$ cat config.mk
export PLATFORM = sky130hd
export DESIGN_NAME = bms_sentence_handler
export DESIGN_NICKNAME = d
export VERILOG_FILES = /design/src/bms_pkg.sv /design/src/bms_sentence_handler.sv
export SDC_FILE = /design/constraint.sdc
export NUM_CORES = 2
export LEC_CHECK = 0
export ABC_CLOCK_PERIOD_IN_PS = 35200
export BUFFER_PORTS_ARGS = -buffer_cell sky130_fd_sc_hd__buf_2
export CAP_MARGIN = 25
export CORE_MARGIN = 5
export CORE_UTILIZATION = 60
export DETAILED_ROUTE_END_ITERATION = 8
export MAX_ROUTING_LAYER = met4
export PLACE_DENSITY = 0.8
export SLEW_MARGIN = 20
export SYNTH_ARGS = -nofsm -noshare
export SYNTH_HDL_FRONTEND = slang
export SYNTH_SLANG_ARGS = --single-unit
$ cat constraint.sdc
create_clock -name clock -period 35.2 [get_ports clock]
set_input_delay 3.52 -clock clock [delete_from_list [all_inputs] [get_ports clock]]
set_output_delay 3.52 -clock clock [all_outputs]
set_load 0.02 [all_outputs]
$ cat src/bms_pkg.sv
// Constants and types for the battery monitor sentence handler
package bms_pkg;
   localparam int CLK_HZ = 125_000_000;
   localparam int CLEAR_WINDOW_S = 10;
   localparam int SEC_CYCLES = CLK_HZ / 1;
   localparam int FIFO_DEPTH = 32;
   localparam int FIFO_WIDTH = 8;
   localparam logic [2:0] CLEAR_X_COUNT = 3'h5;
   localparam logic [7:0] CH_COMMA = 8'h2C;
   localparam logic [7:0] CH_CR = 8'h0D;
   localparam logic [7:0] CH_LF = 8'h0A;
   localparam logic [7:0] CH_QMARK = 8'h3F;
   localparam logic [7:0] CH_X = 8'h78;
   localparam logic [7:0] CH_ZERO = 8'h30;
   localparam logic [23:0] ID_TIME = 24'h544431;
   localparam logic [23:0] ID_VER = 24'h565231;
   localparam logic [23:0] ID_INTCAL = 24'h544331;
   localparam logic [23:0] ID_EXTCAL = 24'h544332;
   localparam logic [23:0] ID_RESET = 24'h525331;
   localparam logic [5:0] TIME_LAST = 6'h22;
   localparam logic [5:0] VER_LAST = 6'h19;
   localparam logic [5:0] VER_BOOT_LAST = 6'h15;
   localparam logic [31:0] BOOT_TEXT = 32'h626F6F74;
   localparam logic [31:0] HW_TYPE_RST = 32'h48575831; // Arbitrary value
   localparam logic [63:0] FW_TEXT_RST = 64'h76312E30302E3030;
   localparam logic [2:0] FIELD_INTCAL = 3'h1;
   localparam logic [2:0] FIELD_EXTCAL = 3'h4;
   localparam logic [15:0] COUNT_RST = 16'h0000;
   typedef enum logic [2:0] {
      TX_IDLE = 3'b000,
      TX_BODY = 3'b001,
      TX_SEP = 3'b010,
      TX_CKH = 3'b011,
      TX_CKL = 3'b100,
      TX_CR = 3'b101,
      TX_LF = 3'b110
   } bms_tx_state_t;
endpackage : bms_pkg

$ cat src/bms_sentence_handler.sv
// Sentence handler top with its output FIFO
`timescale 1ns/1ns
`default_nettype none

module bms_byte_fifo #(
   parameter int WIDTH = 8,
   parameter int DEPTH = 32
) (
   input wire logic clock,
   input wire logic rst,
   input wire logic in_valid,
   output logic in_ready,
   input wire logic [WIDTH-1:0] in_data,
   output logic out_valid,
   input wire logic out_ready,
   output logic [WIDTH-1:0] out_data
);
   localparam int AW = $clog2(DEPTH);
   if (DEPTH < 2 || (1 << AW) != DEPTH) begin : g_chk
      $error("FIFO depth must be a power of two");
   end
   logic [WIDTH-1:0] mem_reg [DEPTH];
   logic [AW:0] wr_reg, wr_next, rd_reg, rd_next;
   logic push, pop;

   always_comb begin
      in_ready = (wr_reg - rd_reg) != (AW+1)'(DEPTH);
      out_valid = wr_reg != rd_reg;
      push = in_valid && in_ready;
      pop = out_valid && out_ready;
      wr_next = wr_reg + (AW+1)'(push);
      rd_next = rd_reg + (AW+1)'(pop);
      out_data = mem_reg[rd_reg[AW-1:0]];
   end

   always_ff @(posedge clock) begin
      if (rst) begin
         wr_reg <= '0;
         rd_reg <= '0;
      end else begin
         wr_reg <= wr_next;
         rd_reg <= rd_next;
      end
      if (push) begin
         mem_reg[wr_reg[AW-1:0]] <= in_data;
      end
   end
endmodule : bms_byte_fifo

module bms_sentence_handler import bms_pkg::*; #(
   parameter int CYCLES_PER_SEC = SEC_CYCLES,
   parameter int DEPTH = FIFO_DEPTH,
   parameter logic [31:0] HW_TYPE = HW_TYPE_RST,
   parameter logic [63:0] FW_TEXT = FW_TEXT_RST
) (
   input wire logic clock,
   input wire logic rst,
   input wire logic rx_valid,
   input wire logic [7:0] rx_byte,
   output logic tx_valid,
   input wire logic tx_ready,
   output logic [7:0] tx_byte,
   input wire logic [15:0] time_year,
   input wire logic [7:0] time_month,
   input wire logic [7:0] time_day,
   input wire logic [7:0] time_hour,
   input wire logic [7:0] time_minute,
   input wire logic [7:0] time_second,
   input wire logic sleep_state,
   input wire logic [15:0] active_period_s,
   input wire logic [15:0] sleep_period_s,
   input wire logic [31:0] serial_number,
   input wire logic boot_mode,
   output logic int_cal_valid,
   output logic [7:0] int_cal_temp,
   output logic ext_cal_valid,
   output logic ext_cal_all,
   output logic [15:0] ext_cal_module,
   output logic [15:0] ext_cal_beta,
   output logic [15:0] ext_cal_gamma,
   output logic [15:0] ext_cal_delta,
   output logic clear_strobe,
   output logic [15:0] clear_count
);
   if (CYCLES_PER_SEC < 2) begin : g_chk
      $error("CYCLES_PER_SEC must be at least 2");
   end

   function automatic logic [7:0] hex_char(input logic [3:0] n);
      return (n < 4'hA) ? CH_ZERO + 8'(n) : 8'h37 + 8'(n);
   endfunction : hex_char

   function automatic logic [3:0] hex_val(input logic [7:0] c);
      if (c >= 8'h61) begin
         return 4'(c - 8'h57);
      end else if (c >= 8'h41) begin
         return 4'(c - 8'h37);
      end
      return 4'(c - CH_ZERO);
   endfunction : hex_val

   function automatic logic [7:0] dec_char(input logic [15:0] v,
                                           input logic [1:0] p);
      logic [15:0] q;
      case (p)
         2'h0: q = v;
         2'h1: q = v / 16'd10;
         2'h2: q = v / 16'd100;
         default: q = v / 16'd1000;
      endcase
      return CH_ZERO + 8'(q % 16'd10);
   endfunction : dec_char

   // Seconds tick and uptime
   logic [31:0] tick_reg, tick_next, uptime_reg, uptime_next;
   logic sec_tick;
   always_comb begin
      sec_tick = tick_reg == 32'(CYCLES_PER_SEC - 1);
      tick_next = sec_tick ? '0 : tick_reg + 32'h1;
      uptime_next = uptime_reg + 32'(sec_tick);
   end
   always_ff @(posedge clock) begin
      if (rst) begin
         tick_reg <= '0;
         uptime_reg <= '0;
      end else begin
         tick_reg <= tick_next;
         uptime_reg <= uptime_next;
      end
   end

   // Receive parser
   logic is_term, is_comma, dispatch;
   logic [23:0] id_reg, id_next;
   logic [2:0] fidx_reg, fidx_next;
   logic [31:0] acc_reg, acc_next;
   logic [31:0] fld_reg [1:4];
   logic [31:0] fld_next [1:4];
   logic qm_reg, qm_next;
   logic time_req, ver_req, reset_req;
   logic icv_next, ecv_next, ea_next;
   logic [7:0] ict_next;
   logic [15:0] em_next, eb_next, eg_next, ed_next;
   always_comb begin
      is_term = rx_byte == CH_CR || rx_byte == CH_LF;
      is_comma = rx_byte == CH_COMMA;
      id_next = id_reg;
      fidx_next = fidx_reg;
      acc_next = acc_reg;
      qm_next = qm_reg;
      fld_next = fld_reg;
      dispatch = 1'b0;
      if (rx_valid) begin
         if (is_comma || is_term) begin
            if (fidx_reg != 3'h0 && fidx_reg <= 3'h4) begin
               fld_next[fidx_reg] = acc_reg;
            end
            acc_next = '0;
            fidx_next = (fidx_reg == 3'h7) ? fidx_reg : fidx_reg + 3'h1;
            if (is_term) begin
               dispatch = fidx_reg != 3'h0;
               fidx_next = 3'h0;
               qm_next = 1'b0;
            end
         end else if (fidx_reg == 3'h0) begin
            id_next = {id_reg[15:0], rx_byte};
         end else begin
            acc_next = {acc_reg[27:0], hex_val(rx_byte)};
            if (fidx_reg == 3'h1 && rx_byte == CH_QMARK) begin
               qm_next = 1'b1;
            end
         end
      end
      time_req = dispatch && id_reg == ID_TIME && qm_reg;
      ver_req = dispatch && id_reg == ID_VER && qm_reg;
      reset_req = dispatch && id_reg == ID_RESET;
      icv_next = dispatch && id_reg == ID_INTCAL
                 && fidx_reg >= FIELD_INTCAL;
      ict_next = icv_next ? fld_next[1][7:0] : int_cal_temp;
      ecv_next = dispatch && id_reg == ID_EXTCAL
                 && fidx_reg >= FIELD_EXTCAL;
      ea_next = ecv_next ? fld_next[1] == 32'h0 : ext_cal_all;
      em_next = ecv_next ? fld_next[1][15:0] : ext_cal_module;
      eb_next = ecv_next ? fld_next[2][15:0] : ext_cal_beta;
      eg_next = ecv_next ? fld_next[3][15:0] : ext_cal_gamma;
      ed_next = ecv_next ? fld_next[4][15:0] : ext_cal_delta;
   end
   always_ff @(posedge clock) begin
      if (rst) begin
         id_reg <= '0;
         fidx_reg <= '0;
         acc_reg <= '0;
         qm_reg <= 1'b0;
         fld_reg <= '{default: '0};
         int_cal_valid <= 1'b0;
         int_cal_temp <= '0;
         ext_cal_valid <= 1'b0;
         ext_cal_all <= 1'b0;
         ext_cal_module <= '0;
         ext_cal_beta <= '0;
         ext_cal_gamma <= '0;
         ext_cal_delta <= '0;
      end else begin
         id_reg <= id_next;
         fidx_reg <= fidx_next;
         acc_reg <= acc_next;
         qm_reg <= qm_next;
         fld_reg <= fld_next;
         int_cal_valid <= icv_next;
         int_cal_temp <= ict_next;
         ext_cal_valid <= ecv_next;
         ext_cal_all <= ea_next;
         ext_cal_module <= em_next;
         ext_cal_beta <= eb_next;
         ext_cal_gamma <= eg_next;
         ext_cal_delta <= ed_next;
      end
   end

   // Master clear window and sequence
   logic armed_reg, armed_next, clr_next;
   logic [2:0] xcnt_reg, xcnt_next;
   logic [3:0] win_reg, win_next;
   logic [15:0] cnt_next;
   always_comb begin
      armed_next = armed_reg;
      xcnt_next = xcnt_reg;
      win_next = win_reg;
      clr_next = 1'b0;
      if (sec_tick && win_reg != 4'(CLEAR_WINDOW_S)) begin
         win_next = win_reg + 4'h1;
      end
      if (win_reg == 4'(CLEAR_WINDOW_S)) begin
         armed_next = 1'b0;
      end
      if (rx_valid && armed_reg) begin
         if (rx_byte == CH_X && xcnt_reg < CLEAR_X_COUNT) begin
            xcnt_next = xcnt_reg + 3'h1;
         end else if (is_term && xcnt_reg == CLEAR_X_COUNT) begin
            clr_next = 1'b1;
            armed_next = 1'b0;
         end else if (!(is_term && xcnt_reg == 3'h0)) begin
            armed_next = 1'b0;
         end
      end
      if (reset_req) begin
         armed_next = 1'b1;
         xcnt_next = 3'h0;
         win_next = 4'h0;
      end
      cnt_next = clear_count + 16'(clr_next);
   end
   always_ff @(posedge clock) begin
      if (rst) begin
         armed_reg <= 1'b1;
         xcnt_reg <= '0;
         win_reg <= '0;
         clear_strobe <= 1'b0;
         clear_count <= COUNT_RST;
      end else begin
         armed_reg <= armed_next;
         xcnt_reg <= xcnt_next;
         win_reg <= win_next;
         clear_strobe <= clr_next;
         clear_count <= cnt_next;
      end
   end

   // Sentence scheduling and generation
   bms_tx_state_t st_reg, st_next;
   logic time_pend_reg, time_pend_next, ver_pend_reg, ver_pend_next;
   logic kind_reg, kind_next;
   logic [15:0] per_reg, per_next, period;
   logic [5:0] idx_reg, idx_next;
   logic [7:0] ck_reg, ck_next, body_char, out_char;
   logic [15:0] yr_reg, yr_next;
   logic [7:0] tf_reg [5];
   logic [7:0] tf_next [5];
   logic [31:0] hx_reg, hx_next;
   logic boot_reg, boot_next, body_last, push, fifo_ready, per_hit;
   always_comb begin
      period = sleep_state ? sleep_period_s : active_period_s;
      per_next = per_reg;
      time_pend_next = time_pend_reg || time_req;
      per_hit = 1'b0;
      if (sec_tick) begin
         per_next = per_reg + 16'h1;
         if (period != 16'h0 && per_next >= period) begin
            per_next = 16'h0;
            per_hit = 1'b1;
            time_pend_next = 1'b1;
         end
      end
      ver_pend_next = ver_pend_reg || ver_req;
      body_char = CH_COMMA;
      case (idx_reg) inside
         [6'd0:6'd2]: body_char = kind_reg ? ID_VER[23-8*idx_reg -: 8]
                                           : ID_TIME[23-8*idx_reg -: 8];
         default: ;
      endcase
      if (!kind_reg) begin
         case (idx_reg) inside
            [6'd4:6'd7]: body_char = dec_char(yr_reg, 2'(6'd7 - idx_reg));
            6'd9, 6'd12, 6'd15, 6'd18, 6'd21:
               body_char = dec_char(16'(tf_reg[(idx_reg - 6'd9) / 3]),
                                    2'h1);
            6'd10, 6'd13, 6'd16, 6'd19, 6'd22:
               body_char = dec_char(16'(tf_reg[(idx_reg - 6'd10) / 3]),
                                    2'h0);
            6'd24, 6'd25: body_char = CH_ZERO;
            [6'd27:6'd34]:
               body_char = hex_char(hx_reg[4*(6'd34 - idx_reg) +: 4]);
            default: ;
         endcase
         body_last = idx_reg == TIME_LAST;
      end else begin
         case (idx_reg) inside
            [6'd4:6'd7]: body_char = HW_TYPE[8*(6'd7 - idx_reg) +: 8];
            [6'd9:6'd16]:
               body_char = hex_char(hx_reg[4*(6'd16 - idx_reg) +: 4]);
            [6'd18:6'd25]:
               body_char = boot_reg ? BOOT_TEXT[8*(6'd21 - idx_reg) +: 8]
                                    : FW_TEXT[8*(6'd25 - idx_reg) +: 8];
            default: ;
         endcase
         body_last = idx_reg == (boot_reg ? VER_BOOT_LAST : VER_LAST);
      end
      case (st_reg)
         TX_BODY: out_char = body_char;
         TX_SEP: out_char = CH_COMMA;
         TX_CKH: out_char = hex_char(ck_reg[7:4]);
         TX_CKL: out_char = hex_char(ck_reg[3:0]);
         TX_CR: out_char = CH_CR;
         default: out_char = CH_LF;
      endcase
      push = st_reg != TX_IDLE;
      st_next = st_reg;
      idx_next = idx_reg;
      ck_next = ck_reg;
      kind_next = kind_reg;
      yr_next = yr_reg;
      tf_next = tf_reg;
      hx_next = hx_reg;
      boot_next = boot_reg;
      if (st_reg == TX_IDLE) begin
         idx_next = '0;
         ck_next = '0;
         boot_next = boot_mode;
         yr_next = time_year;
         tf_next = '{time_month, time_day, time_hour, time_minute,
                     time_second};
         if (ver_pend_reg) begin
            kind_next = 1'b1;
            hx_next = serial_number;
            ver_pend_next = ver_req;
            st_next = TX_BODY;
         end else if (time_pend_reg) begin
            kind_next = 1'b0;
            hx_next = uptime_reg;
            time_pend_next = time_req || per_hit;
            st_next = TX_BODY;
         end
      end else if (fifo_ready) begin
         if (st_reg == TX_BODY || st_reg == TX_SEP) begin
            ck_next = ck_reg + out_char;
         end
         case (st_reg)
            TX_BODY: begin
               idx_next = idx_reg + 6'h1;
               if (body_last) begin
                  st_next = TX_SEP;
               end
            end
            TX_SEP: st_next = TX_CKH;
            TX_CKH: st_next = TX_CKL;
            TX_CKL: st_next = TX_CR;
            TX_CR: st_next = TX_LF;
            default: st_next = TX_IDLE;
         endcase
      end
   end
   always_ff @(posedge clock) begin
      if (rst) begin
         st_reg <= TX_IDLE;
         time_pend_reg <= 1'b0;
         ver_pend_reg <= 1'b1;
         kind_reg <= 1'b0;
         per_reg <= '0;
         idx_reg <= '0;
         ck_reg <= '0;
         yr_reg <= '0;
         tf_reg <= '{default: '0};
         hx_reg <= '0;
         boot_reg <= 1'b0;
      end else begin
         st_reg <= st_next;
         time_pend_reg <= time_pend_next;
         ver_pend_reg <= ver_pend_next;
         kind_reg <= kind_next;
         per_reg <= per_next;
         idx_reg <= idx_next;
         ck_reg <= ck_next;
         yr_reg <= yr_next;
         tf_reg <= tf_next;
         hx_reg <= hx_next;
         boot_reg <= boot_next;
      end
   end

   bms_byte_fifo #(.WIDTH(FIFO_WIDTH), .DEPTH(DEPTH)) bms_byte_fifo_inst (
      .clock(clock),
      .rst(rst),
      .in_valid(push),
      .in_ready(fifo_ready),
      .in_data(out_char),
      .out_valid(tx_valid),
      .out_ready(tx_ready),
      .out_data(tx_byte)
   );
endmodule : bms_sentence_handler

`default_nettype wire

# --- Yosys cells after proc, flatten, opt, wreduce, memory -nomap -nowiden ---
# Memory sizes are Yosys's and may differ from the RTL's. A register that Yosys moved wholly into a read port is not among the register bits.
# Index checks and enable logic that the tools add are counted.
word_totals:
  memories: 1
  out_inout_bits: 101
  latch_bits: 0
  inputBits: 134
  mem_bits_rw: 256
  rom_bits: 0
  reg_bits: 489
  word_cells: 318
mem_list:
  columns: ["name", "depth", "word_bits", "rd", "rd_ports_with_merged_regs", "wr", "line", "source"]
  rows:
  - ["bms_byte_fifo_inst.mem_reg", 32, 8, 1, 1, 1, "bms_sentence_handler.sv:22", "logic [WIDTH-1:0] mem_reg [DEPTH];"]
classes:
  div: 9
  addsub: 35
  mux: 92
  magnitude_cmp: 25
  bitwise: 4
  n_shift: 7
  n_reduce_logical: 58
  n_eq_ne: 44
  multipliers: 0
op_table:
  columns: ["cell", "count"]
  rows:
  - ["2-to-1 mux 128 bit", 3]
  - ["2-to-1 mux 16 bit", 11]
  - ["2-to-1 mux 32 bit", 5]
  - ["bitwise mux 128 bit", 1]
  - ["2-to-1 mux 8 bit", 16]
  - ["== test 24 x 23 -> 1 bit (second input constant)", 5]
  - ["demux 32 bit (select 3 bit)", 1]
  - ["greater-or-equal comparator 33 x 4 -> 1 bit (second input constant)", 2]
  - ["NOT 32 -> 33 bit", 2]
  - ["indexed part select 31 x 33 -> 8 bit (first input constant)", 2]
  - ["indexed part select 32 x 33 -> 4 bit", 2]
  - ["indexed part select 32 x 33 -> 8 bit (first input constant)", 2]
  - ["divider 32 x 2 -> 32 bit (second input constant)", 2]
  - ["indexed part select 64 x 33 -> 8 bit (first input constant)", 1]
  - ["adder 6 x 4 -> 7 bit (first input constant)", 8]
  - ["binary-select mux 8 bit (select 3 bit)", 2]
  - ["modulo 16 x 4 -> 16 bit (second input constant)", 3]
  - ["one-hot mux 16 bit (3 select lines)", 1]
  - ["== test 6 x 5 -> 1 bit (second input constant)", 7]
  - ["one-hot mux 8 bit (5 select lines)", 1]
  - ["2-to-1 mux 1 bit", 34]
  - ["adder 32 x 1 -> 32 bit", 1]
  - ["adder 32 x 1 -> 32 bit (second input constant)", 1]
  - ["== test 32 x 27 -> 1 bit (second input constant)", 1]
  - ["75 further kinds", 160]

# --- Longest topological paths before layout ---
logic_depth:
  ltp_word: 18
  mapped_depth: 165
  depth_no_buf: 156

# --- Cells and area by module ---
# Synthesis repeated with hierarchy kept, for this count alone.
unflattened:
  hier_cells: 4435
  area_unflattened_um2: 40546.4
modules_own_cells:
  columns: ["mod", "area_per_inst_um2", "cells_each", "instances", "seq_area_each_um2"]
  rows:
  - ["bms_sentence_handler", 29697.2, 3801, 1, 8588.2]
  - ["bms_byte_fifo", 10849.2, 634, 1, 7927.6]

# --- Least setup slack after synthesis ---
# No wires, ideal clock.
synth_path:
  path_kind: "reg-to-reg"
  from: "register idx_reg[0]"
  to: "register ck_reg[7]"
  setup_ns: 0.070
  path_stages_with_launch: 146
  synth_period_minus_slack_ns: 31.815
  path_slack_ns: 3.385
  required_ns: 35.130
  path_buffers: 10
  arrival_ns: 31.745
  path_cell_list: "dfxtp_1 -> clkbuf_1 -> inv_1 -> clkbuf_1 -> buf_1 -> ha_1 -> inv_1 -> ha_1 -> and4b_1 -> a221oi_2 -> ha_1 -> and4b_1 -> nand3_1 -> o21ai_1 -> mux2i_1 -> inv_1 -> ha_1 -> o21a_1 -> [110 not listed] -> o21ai_2 -> and4b_1 -> nor4_2 -> nor3_1 -> mux2i_1 -> a21oi_1 -> o221ai_1 -> ha_1 -> a21o_1 -> a21o_1 -> a21oi_1 -> o21bai_1 -> a21oi_1 -> nor2_1 -> a2bb2oi_1 -> o31ai_1 -> or3_1 -> a21oi_1"
synth_between:
  elab_chain_len: 18
  word_cells_on_any_way: 98
  classes_between: "add/sub (17); div (6); order compare (12); eq/ne (14); shift (7); mux (31); bitwise (2); reduce/logical (9)"
synth_lines:
  columns: ["element", "line", "source"]
  rows:
  - ["start, declared", "bms_sentence_handler.sv:274", "logic [5:0] idx_reg, idx_next;"]
  - ["start signal, assigned", "bms_sentence_handler.sv:401", "idx_reg <= idx_next;"]
  - ["parallel branches: the longest is 15 deep, another holds divider 32 x 2 -> 32 bit", null, null]
  - ["2-to-1 mux 8 bit *", "bms_sentence_handler.sv:301", "if (!kind_reg) begin"]
  - ["one-hot mux 8 bit (5 select lines) *", "bms_sentence_handler.sv:328", "case (st_reg)"]
  - ["named net bms_byte_fifo_inst.in_data[2]", "bms_sentence_handler.sv:13", "input wire logic [WIDTH-1:0] in_data,"]
  - ["adder 8 bit *", "bms_sentence_handler.sv:365", "ck_next = ck_reg + out_char;"]
  - ["end signal, assigned", "bms_sentence_handler.sv:402", "ck_reg <= ck_next;"]
  - ["end, declared", "bms_sentence_handler.sv:275", "logic [7:0] ck_reg, ck_next, body_char, out_char;"]
# Mark *: on every way through the listed nets, which the timed path passes. The select of a mux whose other input is x is not followed.
# A chain may end at the register's enable or synchronous reset.

# --- Worst setup path in the final report ---
# Ends and elaborated chain as after synthesis.

==> results.json <==
{
  "grt_max_degree": 115,
  "ys_seq_area_share_pct": 40.6,
  "max_freq_ghz": 0.0306,
  "layout.nets": 4873,
  "crit_family": "compound AO/OA/AOI/OAI gates",
  "worstPathArrival_ns": 33.22,
  "drive_gt1_share_pct": 14.4,
  "synth.top_cell.area_share_pct": 21.7,
  "synth_ff_type": "dfxtp_1",
  "num_io_pins": 235,
  "die_w_microns": 270,
  "antenna_found_initial": 3,
  "final_core_util_pct": 67.4,
  "final_cells": 5486,
  "cp_slowest_cell": "nor4_1",
  "finalInstanceArea_sq_um": 45200,
  "vias": 34059,
  "cts_tree": "yes",
  "antenna_left": 0,
  "ys_top_cells_by_area": "dfxtp_1 (22%), edfxtp_1 (19%), ha_1 (5.7%)",
  "run_status": "completed",
  "placementRows": 95,
  "layout_common_cells": "nor2_1 (578), nand2_1 (480), dfxtp_1 (437)",
  "yosys_warnings": 0,
  "timing.final.ws_setup_ns": 2.52,
  "cts_buffers": 73,
  "path_class": "flip-flop to flip-flop",
  "grt_overflow": 0,
  "r2r_end": "ck_reg[7]",
  "clkTransAtPathRegs_ns": 0.06,
  "period_needed_ns": 32.68,
  "start_util_pct": 60.6,
  "synth.distinct_cells": 114,
  "fp.dieArea_sq_um": 73100,
  "drc": 0,
  "cts_root_buf": "clkbuf_16",
  "grt_pass1_wl_mm": 169,
  "worstMarginPinSlew_ns": 1.02,
  "port_buffers": 234,
  "fin_crit_sh_pct": 92.8,
  "max_slew_margin_pct": 32.2,
  "drt_iter0_markers": 2881,
  "die_h_microns": 270,
  "detail_route.first_pass.iterations": 6,
  "setup_viol": 0,
  "path_depth": 142,
  "routed_wl_mm": 105,
  "synth_nets": 4730,
  "core_area_sq_um": 67200,
  "cts_num_sinks": 697,
  "track_usage_pct": 28.4,
  "hold_viol_final": 0,
  "cts_hold_buf": 0,
  "cap_violations": 0,
  "htreeDepth": 3,
  "async_flop_share_pct": 0,
  "yosysTopAreaCell": "dfxtp_1",
  "crit_buf_inv": 9,
  "ys_ff_latch": 697,
  "rrSetupSlack_ns": 2.52,
  "synthCells": 4409,
  "r2r_cells": 142,
  "required_ns": 35.74,
  "synth_edf_count": 256,
  "place_worst_setup_slack_ns": 1.40,
  "power_leakage_nw": 17.3,
  "cp_common_cell": "ha_1",
  "dp_cells": 5332,
  "hpwl_mm": 72.5,
  "crit_path_end_kind": "flip-flop",
  "fin_skew_ns": 0.0414,
  "pwr_density_cell_nw_per_um2": 83.8,
  "r2r_start": "idx_reg[0]",
  "max-vdd-ir-drop_mv": 0.104,
  "slew_violations": 0,
  "netlist_area_sq_um": 40700,
  "clock_path_buffers": 3,
  "wl_per_cell_microns": 19.1,
  "viasPerCell": 6.21,
  "final_common_cell": "nor2_1",
  "syn_area_per_cell_sq_um": 9.22,
  "hold_path_class": "flip-flop to flip-flop",
  "crit_path_end": "ck_reg[7]",
  "largest_register_ffs": 256,
  "max_stage_delay_ns": 0.56,
  "placed_area_sq_um": 42500,
  "start_kind": "flip-flop",
  "clk_latency_ns": 0.65,
  "grt_pass1_vias": 32054,
  "gp_congestion": 0.953,
  "cp-startpoint": "idx_reg[0]",
  "path_max_fanout": 34,
  "layout-area-overhead-vs-synth_pct": 11.3
}
per-layer routing:
layer  GRT usage (%)  part of all wire (%)
met1            37.9                    44
met2            46.0                    47
met3            3.63                   6.3
met4            7.90                   2.7
met5               -                     0
synth_stat cells (21+ instances only):
master / count
edfxtp_1: 256
nor3_1: 85
nand4_1: 44
a21oi_1: 302
o21a_1: 38
and2_1: 32
or3_1: 39
nor2_1: 582
a31oi_1: 27
mux4_2: 102
xor2_1: 107
mux2_2: 28
buf_1: 28
a211oi_1: 134
ha_1: 186
dfxtp_1: 441
nor2b_1: 48
inv_1: 118
nand3_1: 104
o22ai_1: 25
a21o_1: 42
nand2_1: 480
and3_1: 32
o31ai_1: 23
mux2i_1: 167
nor4_1: 37
o211ai_1: 22
clkbuf_1: 202
a22oi_1: 50
o21ai_0: 167
xnor2_1: 88
or2_2: 21
nand2b_1: 70
repair_timing:
| item | CTS | global route |
|---|---|---|
| buffers inserted | 0 | 16 |
| setup endpoints to repair | 0 | 103 |
| gates resized for setup | 0 | 18 |
where the power goes:
part / total, mW / internal [mW] / switching [mW]
clock: 0.786 / 0.447 / 0.339
sequential: 0.965 / 0.912 / 0.0532
combinational: 2.04 / 0.812 / 1.23
total: 3.79 / 2.17 / 1.62
final cells by class:
cell class | count | area (sq um)
multi-input combinational | 3357 | 23000
fill | 5182 | 21900
sequential | 697 | 16500
clock buffer | 94 | 2040
timing repair buffer | 301 | 1720
tap | 873 | 1090
inverter | 122 | 462
clock inverter | 39 | 443
antenna | 3 | 7.51
worst min-delay path by stage:
| stage | slack [ns] | endpoint | start | depth (start not counted) |
|---|---|---|---|---|
| after floorplan | 0.43 | per_reg[15] | per_reg[15] | 2 |
| after global placement | 0.44 | per_reg[15] | per_reg[15] | 2 |
| after detailed placement | 0.45 | per_reg[15] | per_reg[15] | 2 |
| after CTS | 0.45 | per_reg[15] | per_reg[15] | 2 |
| after global routing | 0.47 | per_reg[15] | per_reg[15] | 2 |
| final | 0.45 | per_reg[15] | per_reg[15] | 2 |
kinds of logic after synthesis:
logic type / share of synthesized area (%)
AO/OA/AOI/OAI: 16.2
XOR/XNOR: 4.20
adder cells (fa/ha/maj): 5.92
buffers and inverters: 3.29
flip-flops: 40.6
multiplexers: 10.7
AND/OR/NAND/NOR: 19.1
stage by stage:
step	TNS [ns]	hold WS (ns)	total power, mW
after floorplan	0	0.430	2.52
after global placement	0	0.440	2.90
after detailed placement	0	0.446	2.94
after CTS	0	0.454	3.73
after global routing	-0.0951	0.472	4.07
final	0	0.451	3.79
worst register-to-register path, delay by kind of cell, from the launching register on:
kind / cells / cell delay (ns)
AO/OA/AOI/OAI: 62 / 13.27
XOR/XNOR: 3 / 0.47
adder cells (fa/ha/maj): 16 / 5.07
buffers and inverters: 9 / 1.52
flip-flops: 1 / 0.30
multiplexers: 9 / 2.52
AND/OR/NAND/NOR: 43 / 9.51
No activity file was read; power rests on OpenSTA's default activity.
